$ cat src/include/ackc_consts.svh
`ifndef ACKC_CONSTS_SVH
`define ACKC_CONSTS_SVH
`define ACKC_ADR_CLK_DIV 16'h0408
`define ACKC_ADR_CLK_GATE 16'h0410
`define ACKC_ADR_CLK_SEL 16'h0414
`define ACKC_ADR_DIV_KEY 16'h0420
`define ACKC_ADR_PWR_KEY 16'h0a04
`define ACKC_ADR_OSC_KEY 16'h0a0c
`define ACKC_ADR_OSC_CTL 16'h0a10
`define ACKC_ADR_RST_KEY 16'h0a5c
`define ACKC_ADR_SLOW_TRIM 16'h0a6c
`define ACKC_ADR_CHOP_EN 16'h0a70
`define ACKC_ADR_FAST_CFG 16'h20bc
`define ACKC_ADR_LP_KEY 16'h210c
`define ACKC_ADR_LP_CLK 16'h2110
`define ACKC_ADR_LP_PD 16'h2114
`define ACKC_RST_CLK_DIV 16'h0441
`define ACKC_RST_CLK_GATE 16'h01c0
`define ACKC_RST_CLK_SEL 16'h0000
`define ACKC_RST_OSC_CTL 16'h0003
`define ACKC_RST_SLOW_TRIM 16'h0088
`define ACKC_RST_CHOP_EN 16'h0004
`define ACKC_RST_FAST_CFG 32'h00000034
`define ACKC_RST_LP_CLK 32'h00000000
`define ACKC_RST_LP_PD 32'h00000102
`define ACKC_OSC_UNLOCK 16'hcb14
`define ACKC_LP_UNLOCK 32'h000c59d6
`define ACKC_DIV_LSB 0
`define ACKC_DIV_MSB 5
`define ACKC_DIV_MIN 6'h01
`define ACKC_DIV_MAX 6'h20
`define ACKC_SEL_LSB 0
`define ACKC_SEL_MSB 1
`define ACKC_FAST_32M_BIT 2
`define ACKC_LP_CLK_BIT 0
`endif

$ cat src/include/ackc_pkg.sv
package ackc_pkg;
    typedef enum logic [1:0] {
        ACKC_SRC_FAST_OSC,
        ACKC_SRC_XTAL,
        ACKC_SRC_EXT_CLK,
        ACKC_SRC_SLOW_OSC
    } ackc_src_type;
    typedef struct packed {
        logic [15:0] addr;
        logic [31:0] wdata;
        logic wr;
        logic rd;
    } ackc_bus_type;
    typedef struct packed {
        ackc_src_type sys_src;
        logic [5:0] sys_div;
        logic fast_32m;
        logic adc_32m;
        logic lp_clk_allow;
        logic [31:0] pd_mask;
    } ackc_clk_type;
endpackage

$ cat src/ackc_clock_key.sv
// The plain strobed port was chosen for this implementation.
`timescale 1ns/10ps
`include "ackc_consts.svh"
module ackc_clock_key
    import ackc_pkg::*;
#(
    parameter bit PIN_B_PRESENT = 1'b1
) (
    input wire logic core_clk,
    input wire logic rst,
    input wire ackc_bus_type bus,
    output logic [31:0] rdata,
    input wire logic slow_osc_tick,
    input wire logic seq_lp_req,
    output ackc_clk_type clk_cfg,
    output logic ext_clk_pin_a_sel,
    output logic ext_clk_pin_b_sel,
    output logic wakeup_timer_tick,
    output logic lp_clk_active
);
    logic [15:0] div_q;
    logic [15:0] gate_q;
    logic [15:0] sel_q;
    logic [15:0] osc_q;
    logic [15:0] trim_q;
    logic [15:0] chop_q;
    logic [31:0] fast_q;
    logic [31:0] lpclk_q;
    logic [31:0] lppd_q;
    logic osc_unlk_q;
    logic lp_unlk_q;
    logic [31:0] rdata_q;
    logic [31:0] rd_d;
    logic [5:0] div_raw;
    logic wr_osc_key;
    logic wr_lp_key;
    logic wr_osc_ctl;
    logic wr_lp_clk;
    logic wr_lp_pd;
    logic wr_div;
    logic wr_gate;
    logic wr_sel;
    logic wr_trim;
    logic wr_chop;
    logic wr_fast;

    assign wr_osc_key = bus.wr && bus.addr == `ACKC_ADR_OSC_KEY;
    assign wr_lp_key = bus.wr && bus.addr == `ACKC_ADR_LP_KEY;
    assign wr_osc_ctl = bus.wr && bus.addr == `ACKC_ADR_OSC_CTL;
    assign wr_lp_clk = bus.wr && bus.addr == `ACKC_ADR_LP_CLK;
    assign wr_lp_pd = bus.wr && bus.addr == `ACKC_ADR_LP_PD;
    assign wr_div = bus.wr && bus.addr == `ACKC_ADR_CLK_DIV;
    assign wr_gate = bus.wr && bus.addr == `ACKC_ADR_CLK_GATE;
    assign wr_sel = bus.wr && bus.addr == `ACKC_ADR_CLK_SEL;
    assign wr_trim = bus.wr && bus.addr == `ACKC_ADR_SLOW_TRIM;
    assign wr_chop = bus.wr && bus.addr == `ACKC_ADR_CHOP_EN;
    assign wr_fast = bus.wr && bus.addr == `ACKC_ADR_FAST_CFG;

    // oscillator key: one-shot unlock
    always_ff @(posedge core_clk or posedge rst) begin
        if (rst) begin
            osc_unlk_q <= 1'b0;
        end else if (wr_osc_key) begin
            osc_unlk_q <= bus.wdata[15:0] == `ACKC_OSC_UNLOCK;
        end else if (bus.wr) begin
            osc_unlk_q <= 1'b0;
        end
    end

    // low power key: stays unlocked until a wrong key
    always_ff @(posedge core_clk or posedge rst) begin
        if (rst) begin
            lp_unlk_q <= 1'b0;
        end else if (wr_lp_key) begin
            lp_unlk_q <= bus.wdata == `ACKC_LP_UNLOCK;
        end
    end

    always_ff @(posedge core_clk or posedge rst) begin
        if (rst) begin
            osc_q <= `ACKC_RST_OSC_CTL;
        end else if (wr_osc_ctl && osc_unlk_q) begin
            osc_q <= bus.wdata[15:0];
        end
    end

    always_ff @(posedge core_clk or posedge rst) begin
        if (rst) begin
            lpclk_q <= `ACKC_RST_LP_CLK;
        end else if (wr_lp_clk && lp_unlk_q) begin
            lpclk_q <= bus.wdata;
        end
    end

    always_ff @(posedge core_clk or posedge rst) begin
        if (rst) begin
            lppd_q <= `ACKC_RST_LP_PD;
        end else if (wr_lp_pd && lp_unlk_q) begin
            lppd_q <= bus.wdata;
        end
    end

    always_ff @(posedge core_clk or posedge rst) begin
        if (rst) begin
            div_q <= `ACKC_RST_CLK_DIV;
        end else if (wr_div) begin
            div_q <= bus.wdata[15:0];
        end
    end

    always_ff @(posedge core_clk or posedge rst) begin
        if (rst) begin
            gate_q <= `ACKC_RST_CLK_GATE;
        end else if (wr_gate) begin
            gate_q <= bus.wdata[15:0];
        end
    end

    always_ff @(posedge core_clk or posedge rst) begin
        if (rst) begin
            sel_q <= `ACKC_RST_CLK_SEL;
        end else if (wr_sel) begin
            sel_q <= bus.wdata[15:0];
        end
    end

    always_ff @(posedge core_clk or posedge rst) begin
        if (rst) begin
            trim_q <= `ACKC_RST_SLOW_TRIM;
        end else if (wr_trim) begin
            trim_q <= bus.wdata[15:0];
        end
    end

    always_ff @(posedge core_clk or posedge rst) begin
        if (rst) begin
            chop_q <= `ACKC_RST_CHOP_EN;
        end else if (wr_chop) begin
            chop_q <= bus.wdata[15:0];
        end
    end

    always_ff @(posedge core_clk or posedge rst) begin
        if (rst) begin
            fast_q <= `ACKC_RST_FAST_CFG;
        end else if (wr_fast) begin
            fast_q <= bus.wdata;
        end
    end

    // read mux, key registers read zero
    always_comb begin
        rd_d = 32'h00000000;
        case (bus.addr)
            `ACKC_ADR_CLK_DIV: rd_d = {16'h0000, div_q};
            `ACKC_ADR_CLK_GATE: rd_d = {16'h0000, gate_q};
            `ACKC_ADR_CLK_SEL: rd_d = {16'h0000, sel_q};
            `ACKC_ADR_OSC_CTL: rd_d = {16'h0000, osc_q};
            `ACKC_ADR_SLOW_TRIM: rd_d = {16'h0000, trim_q};
            `ACKC_ADR_CHOP_EN: rd_d = {16'h0000, chop_q};
            `ACKC_ADR_FAST_CFG: rd_d = fast_q;
            `ACKC_ADR_LP_CLK: rd_d = lpclk_q;
            `ACKC_ADR_LP_PD: rd_d = lppd_q;
            default: rd_d = 32'h00000000;
        endcase
    end

    always_ff @(posedge core_clk or posedge rst) begin
        if (rst) begin
            rdata_q <= 32'h00000000;
        end else if (bus.rd) begin
            rdata_q <= rd_d;
        end else begin
            rdata_q <= 32'h00000000;
        end
    end
    assign rdata = rdata_q;

    // clock configuration outputs
    assign div_raw = div_q[`ACKC_DIV_MSB:`ACKC_DIV_LSB];
    always_comb begin
        clk_cfg.sys_src = ackc_src_type'(sel_q[`ACKC_SEL_MSB:`ACKC_SEL_LSB]);
        if (lp_clk_active) begin
            clk_cfg.sys_src = ACKC_SRC_SLOW_OSC;
        end
        if (div_raw < `ACKC_DIV_MIN) begin
            clk_cfg.sys_div = `ACKC_DIV_MIN;
        end else if (div_raw > `ACKC_DIV_MAX) begin
            clk_cfg.sys_div = `ACKC_DIV_MAX;
        end else begin
            clk_cfg.sys_div = div_raw;
        end
        clk_cfg.fast_32m = fast_q[`ACKC_FAST_32M_BIT];
        clk_cfg.adc_32m = fast_q[`ACKC_FAST_32M_BIT];
        clk_cfg.lp_clk_allow = lpclk_q[`ACKC_LP_CLK_BIT];
        clk_cfg.pd_mask = lppd_q;
    end

    assign lp_clk_active = seq_lp_req && lpclk_q[`ACKC_LP_CLK_BIT];
    assign ext_clk_pin_a_sel = clk_cfg.sys_src == ACKC_SRC_EXT_CLK;
    assign ext_clk_pin_b_sel = 1'b0 & PIN_B_PRESENT;
    assign wakeup_timer_tick = slow_osc_tick;

    osc_lock_a: assert property (@(posedge core_clk) disable iff (rst)
        (wr_osc_ctl && !osc_unlk_q) |=> osc_q == $past(osc_q))
        else $error("locked oscillator write changed value");
    osc_relock_a: assert property (@(posedge core_clk) disable iff (rst)
        (bus.wr && !wr_osc_key) |=> !osc_unlk_q)
        else $error("oscillator key not relocked");
    osc_key_a: assert property (@(posedge core_clk) disable iff (rst)
        (wr_osc_key && bus.wdata[15:0] == `ACKC_OSC_UNLOCK) ##1 wr_osc_ctl
        |=> osc_q == $past(bus.wdata[15:0]))
        else $error("unlocked oscillator write lost");
    lp_gate_a: assert property (@(posedge core_clk) disable iff (rst)
        (bus.wr && bus.addr == `ACKC_ADR_LP_PD && !lp_unlk_q) |=> $stable(lppd_q))
        else $error("locked power-down write took effect");
    div_range_a: assert property (@(posedge core_clk) disable iff (rst)
        clk_cfg.sys_div >= `ACKC_DIV_MIN && clk_cfg.sys_div <= `ACKC_DIV_MAX)
        else $error("divider out of range");
    lp_switch_a: assert property (@(posedge core_clk) disable iff (rst)
        (seq_lp_req && lpclk_q[`ACKC_LP_CLK_BIT]) |-> clk_cfg.sys_src == ACKC_SRC_SLOW_OSC)
        else $error("slow clock switch missing");
    adc_path_a: assert property (@(posedge core_clk) disable iff (rst)
        clk_cfg.adc_32m == clk_cfg.fast_32m)
        else $error("adc clock not following source");
    read_data_a: assert property (@(posedge core_clk) disable iff (rst)
        (bus.rd && bus.addr == `ACKC_ADR_LP_PD) |=> rdata == $past(lppd_q))
        else $error("read data wrong");
    lp_clk_gate_a: assert property (@(posedge core_clk) disable iff (rst)
        (wr_lp_clk && !lp_unlk_q) |=> $stable(lpclk_q))
        else $error("locked low power clock write took effect");
    lp_clk_write_a: assert property (@(posedge core_clk) disable iff (rst)
        (wr_lp_clk && lp_unlk_q) |=> lpclk_q == $past(bus.wdata))
        else $error("unlocked low power clock write lost");
    lp_pd_write_a: assert property (@(posedge core_clk) disable iff (rst)
        (wr_lp_pd && lp_unlk_q) |=> lppd_q == $past(bus.wdata))
        else $error("unlocked power-down write lost");
    osc_bad_key_a: assert property (@(posedge core_clk) disable iff (rst)
        (wr_osc_key && bus.wdata[15:0] != `ACKC_OSC_UNLOCK) |=> !osc_unlk_q)
        else $error("wrong oscillator key unlocked");
    lp_key_hold_a: assert property (@(posedge core_clk) disable iff (rst)
        !wr_lp_key |=> lp_unlk_q == $past(lp_unlk_q))
        else $error("low power lock changed without key write");
    lp_bad_key_a: assert property (@(posedge core_clk) disable iff (rst)
        (wr_lp_key && bus.wdata != `ACKC_LP_UNLOCK) |=> !lp_unlk_q)
        else $error("wrong low power key unlocked");
    rdata_idle_a: assert property (@(posedge core_clk) disable iff (rst)
        !bus.rd |=> rdata == 32'h00000000)
        else $error("read data without read");
    read_osc_a: assert property (@(posedge core_clk) disable iff (rst)
        (bus.rd && bus.addr == `ACKC_ADR_OSC_CTL) |=> rdata == {16'h0000, $past(osc_q)})
        else $error("oscillator control read wrong");
    read_lpclk_a: assert property (@(posedge core_clk) disable iff (rst)
        (bus.rd && bus.addr == `ACKC_ADR_LP_CLK) |=> rdata == $past(lpclk_q))
        else $error("low power clock read wrong");
    read_key_a: assert property (@(posedge core_clk) disable iff (rst)
        (bus.rd && bus.addr == `ACKC_ADR_OSC_KEY) |=> rdata == 32'h00000000)
        else $error("key register read not zero");
    src_default_a: assert property (@(posedge core_clk) disable iff (rst)
        (sel_q[`ACKC_SEL_MSB:`ACKC_SEL_LSB] == 2'b00 && !lp_clk_active)
        |-> clk_cfg.sys_src == ACKC_SRC_FAST_OSC)
        else $error("default source not fast oscillator");
    div_pass_a: assert property (@(posedge core_clk) disable iff (rst)
        (div_raw >= `ACKC_DIV_MIN && div_raw <= `ACKC_DIV_MAX) |-> clk_cfg.sys_div == div_raw)
        else $error("divider not passed through");
    div_low_a: assert property (@(posedge core_clk) disable iff (rst)
        div_raw < `ACKC_DIV_MIN |-> clk_cfg.sys_div == `ACKC_DIV_MIN)
        else $error("divider low clamp wrong");
    div_high_a: assert property (@(posedge core_clk) disable iff (rst)
        div_raw > `ACKC_DIV_MAX |-> clk_cfg.sys_div == `ACKC_DIV_MAX)
        else $error("divider high clamp wrong");
    pin_a_slow_a: assert property (@(posedge core_clk) disable iff (rst)
        lp_clk_active |-> !ext_clk_pin_a_sel)
        else $error("external pin selected in slow clock");
    pin_b_a: assert property (@(posedge core_clk) disable iff (rst)
        !ext_clk_pin_b_sel || PIN_B_PRESENT)
        else $error("absent pin b selected");
    wake_tick_a: assert property (@(posedge core_clk) disable iff (rst)
        wakeup_timer_tick == slow_osc_tick)
        else $error("wake tick not from slow oscillator");
    pd_mask_a: assert property (@(posedge core_clk) disable iff (rst)
        clk_cfg.pd_mask == lppd_q)
        else $error("power-down mask not driven");

    osc_unlock_c: cover property (@(posedge core_clk) disable iff (rst)
        wr_osc_key ##1 wr_osc_ctl);
    lp_unlock_c: cover property (@(posedge core_clk) disable iff (rst)
        wr_lp_key ##1 (bus.wr && bus.addr == `ACKC_ADR_LP_CLK));
    lp_active_c: cover property (@(posedge core_clk) disable iff (rst) lp_clk_active);
    div_clamp_c: cover property (@(posedge core_clk) disable iff (rst)
        div_raw < `ACKC_DIV_MIN);
    osc_relock_c: cover property (@(posedge core_clk) disable iff (rst)
        wr_osc_key ##1 (bus.wr && !wr_osc_ctl));
endmodule

$ cat config.mk
export PLATFORM = sky130hd
export DESIGN_NAME = ackc_clock_key
export DESIGN_NICKNAME = d
export VERILOG_FILES = /design/src/include/ackc_pkg.sv /design/src/ackc_clock_key.sv
export VERILOG_INCLUDE_DIRS = /design/src /design/src/include
export SDC_FILE = /design/constraint.sdc
export NUM_CORES = 1
export LEC_CHECK = 0
export BUFFER_PORTS_ARGS = -buffer_cell sky130_fd_sc_hd__buf_2
export CAP_MARGIN = 25
export CORE_MARGIN = 2
export CORE_UTILIZATION = 30
export CTS_BUF_LIST = sky130_fd_sc_hd__clkbuf_4 sky130_fd_sc_hd__clkbuf_8
export DETAILED_ROUTE_END_ITERATION = 10
export PLACE_DENSITY_LB_ADDON = 0.2
export SYNTH_ARGS = -nofsm -noshare
export SYNTH_HDL_FRONTEND = slang
export SYNTH_SLANG_ARGS = --single-unit
$ cat constraint.sdc
create_clock -name core_clk -period 11.59 [get_ports core_clk]
set_input_delay 0.5795 -clock core_clk [delete_from_list [all_inputs] [get_ports core_clk]]
set_output_delay 0.5795 -clock core_clk [all_outputs]
set_load 0.03 [all_outputs]
After elaboration in Yosys (flattened, before gate mapping)
Cells that the tools add are included.
Widths: inputs -> output; s select.
Operators by class
  reductions and logical operators: 16
  order comparisons: 2
  muxes and demuxes: 7
  equal/unequal tests: 14
Operators by type and width (count)
  $pmux 32 s9: 1
  $eq 16x12->1 const B: 4
  $eq 16x14->1 const B: 4
  $eq 16x11->1 const B: 3
  $eq 32x20->1 const B: 1
  $mux 32: 1
  $eq 16x16->1 const B: 1
  $logic_and 1x1->1: 15
  $mux 6: 2
  $gt 6x6->1 const B: 1
  $lt 6x1->1 const B: 1
  $eq 2x2->1 const B: 1
  $mux 1: 2
  $mux 2: 1
  $reduce_bool 2->1: 1
Word-level totals
  input bits: 54
  register bits: 226
  output and inout port bits: 79

Logic depth before layout (Yosys ltp)
  depth in word-level cells: 3
  mapped depth: 8

Least setup slack after synthesis
No wires, ideal clock.
  kind: in2reg
  start: input bus[46] in the netlist's numbering
  end: register osc_q[15]
  stages: 7
  slack: 9.011 ns
  arrival: 2.452 ns
  buffers on the path: 3
  data required time: 11.462 ns
  path through: or4_1 buf_2 nor3_2 and3_1 buf_2 buf_4 mux2_1
On the way
  longest elaborated chain between the ends: 3
Ends and longest elaborated chain
  from (decl): RTL line ackc_clock_key.sv:11  | input wire ackc_bus_type bus,
  $eq 16x12->1
  $logic_and 1x1->1 (no line)
  $logic_and 1x1->1: RTL line ackc_clock_key.sv:82  | end else if (wr_osc_ctl && osc_unlk_q) begin
  to (signal assigned): RTL line ackc_clock_key.sv:81  | osc_q <= `ACKC_RST_OSC_CTL;
  to (signal assigned): RTL line ackc_clock_key.sv:83  | osc_q <= bus.wdata[15:0];
  to (decl): RTL line ackc_clock_key.sv:24  | logic [15:0] osc_q;
No other way between the ends.
A chain may end at the register's enable or synchronous reset.

Worst setup path after layout
  start: input bus[36] in the netlist's numbering
  end: register fast_q[11]
On the way
  longest elaborated chain between the ends: 2
Ends and longest elaborated chain
  $eq 16x14->1
  $logic_and 1x1->1 (no line)
  to (signal assigned): RTL line ackc_clock_key.sv:145  | fast_q <= `ACKC_RST_FAST_CFG;
  to (signal assigned): RTL line ackc_clock_key.sv:147  | fast_q <= bus.wdata;
  to (decl): RTL line ackc_clock_key.sv:27  | logic [31:0] fast_q;
No other way between the ends.

==> reports/metrics.cfg <==
[clocking]
clockRootBuffer = clkbuf_8
cts_buffers = 41
insertion_delay_ns = 0.54
post-cts-setup-buffer-count = 0
tritoncts = done
cts_max_level = 2
ctsResizeCount = 0
clock_sinks = 226
hold_buffers = 0
path_clk_slew_ns = 0.06
clk_path_buf_depth = 3

[worst_setup_path]
cp_max_fo = 34
startpoint_type = input pin
worstSetupPathType = in2reg
cp-end-kind = register
path_common_cell = buf_4
cp.arrival_ns = 3.73
crit_path_top_delay_cell = nand2_1
cp.required_ns = 12.00
worstPathCellList = buf_2 -> nand4bb_1 -> nor4_4 -> buf_4 -> nand2_1 -> buf_4 -> mux2_1
critical_path.top_delay_family = buffers and inverters
cp_num_buf_inv = 3
max_stage_delay_ns = 0.62

[detailed_routing]
vias = 6627
antenna_left = 0
drt_wl_total_um = 27900
drtPass1Iterations = 6
wire_per_inst_um = 21.3
drcViolationCount = 0
drt_iter0_markers = 395
viasPerCell = 5.07

[placement]
place_hpwl_um = 17700
portBuffers = 129
place.gp.congestion = 0.741

[timing]
max_freq_ghz = 0.301
min_period_ns = 3.32
finalCritPeriodShare = 0.287
finalHoldViolCount = 0
fin_setup_tns_ns = 0
worstMarginPinSlew_ns = 1.06
setup_viol = 0
rsz0062_at_grt = false
report.final.slew_viol_count = 0
relSlewSlack = 0.287
skew_ns = 0.0203

[grt]
grt_first_pass_wirelength_um = 42400
groute.usage.overall = 0.165
grt.overflow.total = 0
antenna_found_initial = 0
grt_start_max_net_pins = 106
grt_pass1_vias = 6750

[logic_synthesis]
syn_area_per_cell_um2 = 13.9
synth_cells = 711
yosysWarnings = 0
synth_nets = 765
synth_top_area_frac = 0.533
synth.distinct_cells = 57
synth_area_leaders = dfrtp_1 53%, mux2_1 19%, dfstp_2 4.3%
ys_seq_area_frac = 0.576
ys_seq_elements = 226
synth_top_area_cell = dfrtp_1
synthFlopType = dfrtp_1
async_reset_ff_frac = 1.00
synth_area_um2 = 9860
synth-edff-count = 0

[floorplanning]
initial_core_util = 0.304
coreArea_um2 = 32500
die-width_um = 185
row_count = 66
ios = 133
die_y_um = 185
dieArea_um2 = 34300

[final_layout]
layout-drive-gt1-share = 0.324
diodes = 0
final_nets = 888
area_growth_pct = 19.0
utilization = 0.361

[power]
p_per_area_nw_per_um2 = 139
peakVddDrop_uv = 57.4
p_leak_nw = 5.91

[status]
status = finished clean

[job]
max_cap_violations = 0

[worst_hold_path]
min-delay-path-class = in2async

[where the power goes]
part	switching (mW)	total (mW)	leakage, nW	internal (mW)
clock	0.339	0.789	0.460	0.450
combinational	0.0413	0.0536	2.35	0.0123
sequential	0.0000790	0.790	3.10	0.790
[cell usage after synthesis (3+ instances only)]
| cell type | count |
|---|---|
| nor2b_1 | 4 |
| dfrtp_1 | 210 |
| a221oi_1 | 16 |
| dfstp_2 | 16 |
| clkbuf_1 | 23 |
| a22oi_1 | 22 |
| nor4_4 | 4 |
| nor4_1 | 8 |
| a31oi_1 | 16 |
| inv_1 | 4 |
| buf_1 | 12 |
| a22o_1 | 10 |
| nand4_1 | 3 |
| nand4bb_1 | 3 |
| mux2i_1 | 16 |
| a222oi_1 | 16 |
| buf_6 | 5 |
| mux2_2 | 29 |
| nor2_1 | 36 |
| or4_1 | 3 |
| a21oi_1 | 10 |
| mux2_1 | 162 |
| buf_2 | 15 |
| or4b_4 | 3 |
| o2bb2ai_1 | 7 |
| nand2_1 | 12 |
| buf_4 | 6 |
[placed cells by master (no fill, tap or decap), types with 4 or more instances in the layout]
cell / instances
dfstp_2: 16
buf_2: 129
a22oi_1: 22
a22o_1: 10
a31oi_1: 16
nor2_1: 36
clkbuf_4: 11
mux2i_1: 16
clkinv_2: 9
nor2b_1: 4
buf_4: 12
a221oi_1: 16
a21oi_1: 10
o2bb2ai_1: 7
nand2_1: 12
clkbuf_8: 50
nor4_4: 4
mux2_2: 29
mux2_1: 162
a222oi_1: 16
nor4_1: 8
dfrtp_1: 210
[flip-flops by register name, summed over array words and instances (netlist names)]
name        flops
lpclk_q        32
osc_unlk_q      1
lppd_q         32
div_q          16
trim_q         16
chop_q         16
gate_q         16
rdata          32
fast_q         32
sel_q          16
lp_unlk_q       1
osc_q          16
[through the flow]
step | hold WS, ns | cells | power [mW] | setup WS (ns) | cell area, µm²
2_1_floorplan | 0.447 | 711 | 0.831 | 4.85 | 9860
4_1_cts | 0.176 | 1307 | 1.66 | 8.18 | 11700
6_report | 0.108 | 1307 | 1.63 | 8.27 | 11700
3_5_place_dp | 0.466 | 1233 | 0.859 | 7.63 | 10900
3_3_place_gp | 0.467 | 1233 | 0.859 | 7.71 | 10900
5_1_grt | 0.208 | 1307 | 1.70 | 7.97 | 11700
[logic make-up (layout without fill, tap and decap cells)]
| group | after synthesis | in the layout | share of synthesized area |
|---|---|---|---|
| flip-flops | 226 | 226 | 0.576 |
| multiplexers | 207 | 207 | 0.234 |
| AND/OR/NAND/NOR | 107 | 107 | 0.0726 |
| AO/OA/AOI/OAI | 104 | 104 | 0.0837 |
| buffers and inverters | 66 | 220 | 0.0331 |
| other | 1 | 1 | 0.000380 |
[routing by layer]
layer,vias to the layer above,track usage,wire [µm]
met5,-,0,0
met4,0,0.0463,467
met3,44,0.0283,1430
met2,197,0.252,12300
met1,3450,0.239,13700
li1,2936,-,-
[area by class of cell]
cell class | instances | area, µm²
clock buffer | 61 | 771
clock inverter | 13 | 97.6
fill | 3196 | 20700
inverter | 5 | 26.3
multi-input combinational | 419 | 3870
sequential | 226 | 5680
tap | 442 | 553
timing repair buffer | 141 | 736
[final timing paths]
kind                                        start                 endpoint  slack (ns)  cells after the start
min                                           rst   lppd_q[28]$_DFFE_PP0P_        0.11                      2
max                                       bus[36]   fast_q[11]$_DFFE_PP0P_        8.27                      7
min in group core_clk                     bus[22]   lppd_q[20]$_DFFE_PP0P_        0.30                      2
max in group asynchronous                     rst    chop_q[3]$_DFFE_PP0P_        9.40                      4
max reg2reg                 lp_unlk_q$_DFFE_PP0P_  lpclk_q[10]$_DFFE_PP0P_        9.80                      2
min reg2reg                lpclk_q[8]$_DFFE_PP0P_   lpclk_q[8]$_DFFE_PP0P_        0.48                      1
No activity file was read; power rests on OpenSTA's default activity.
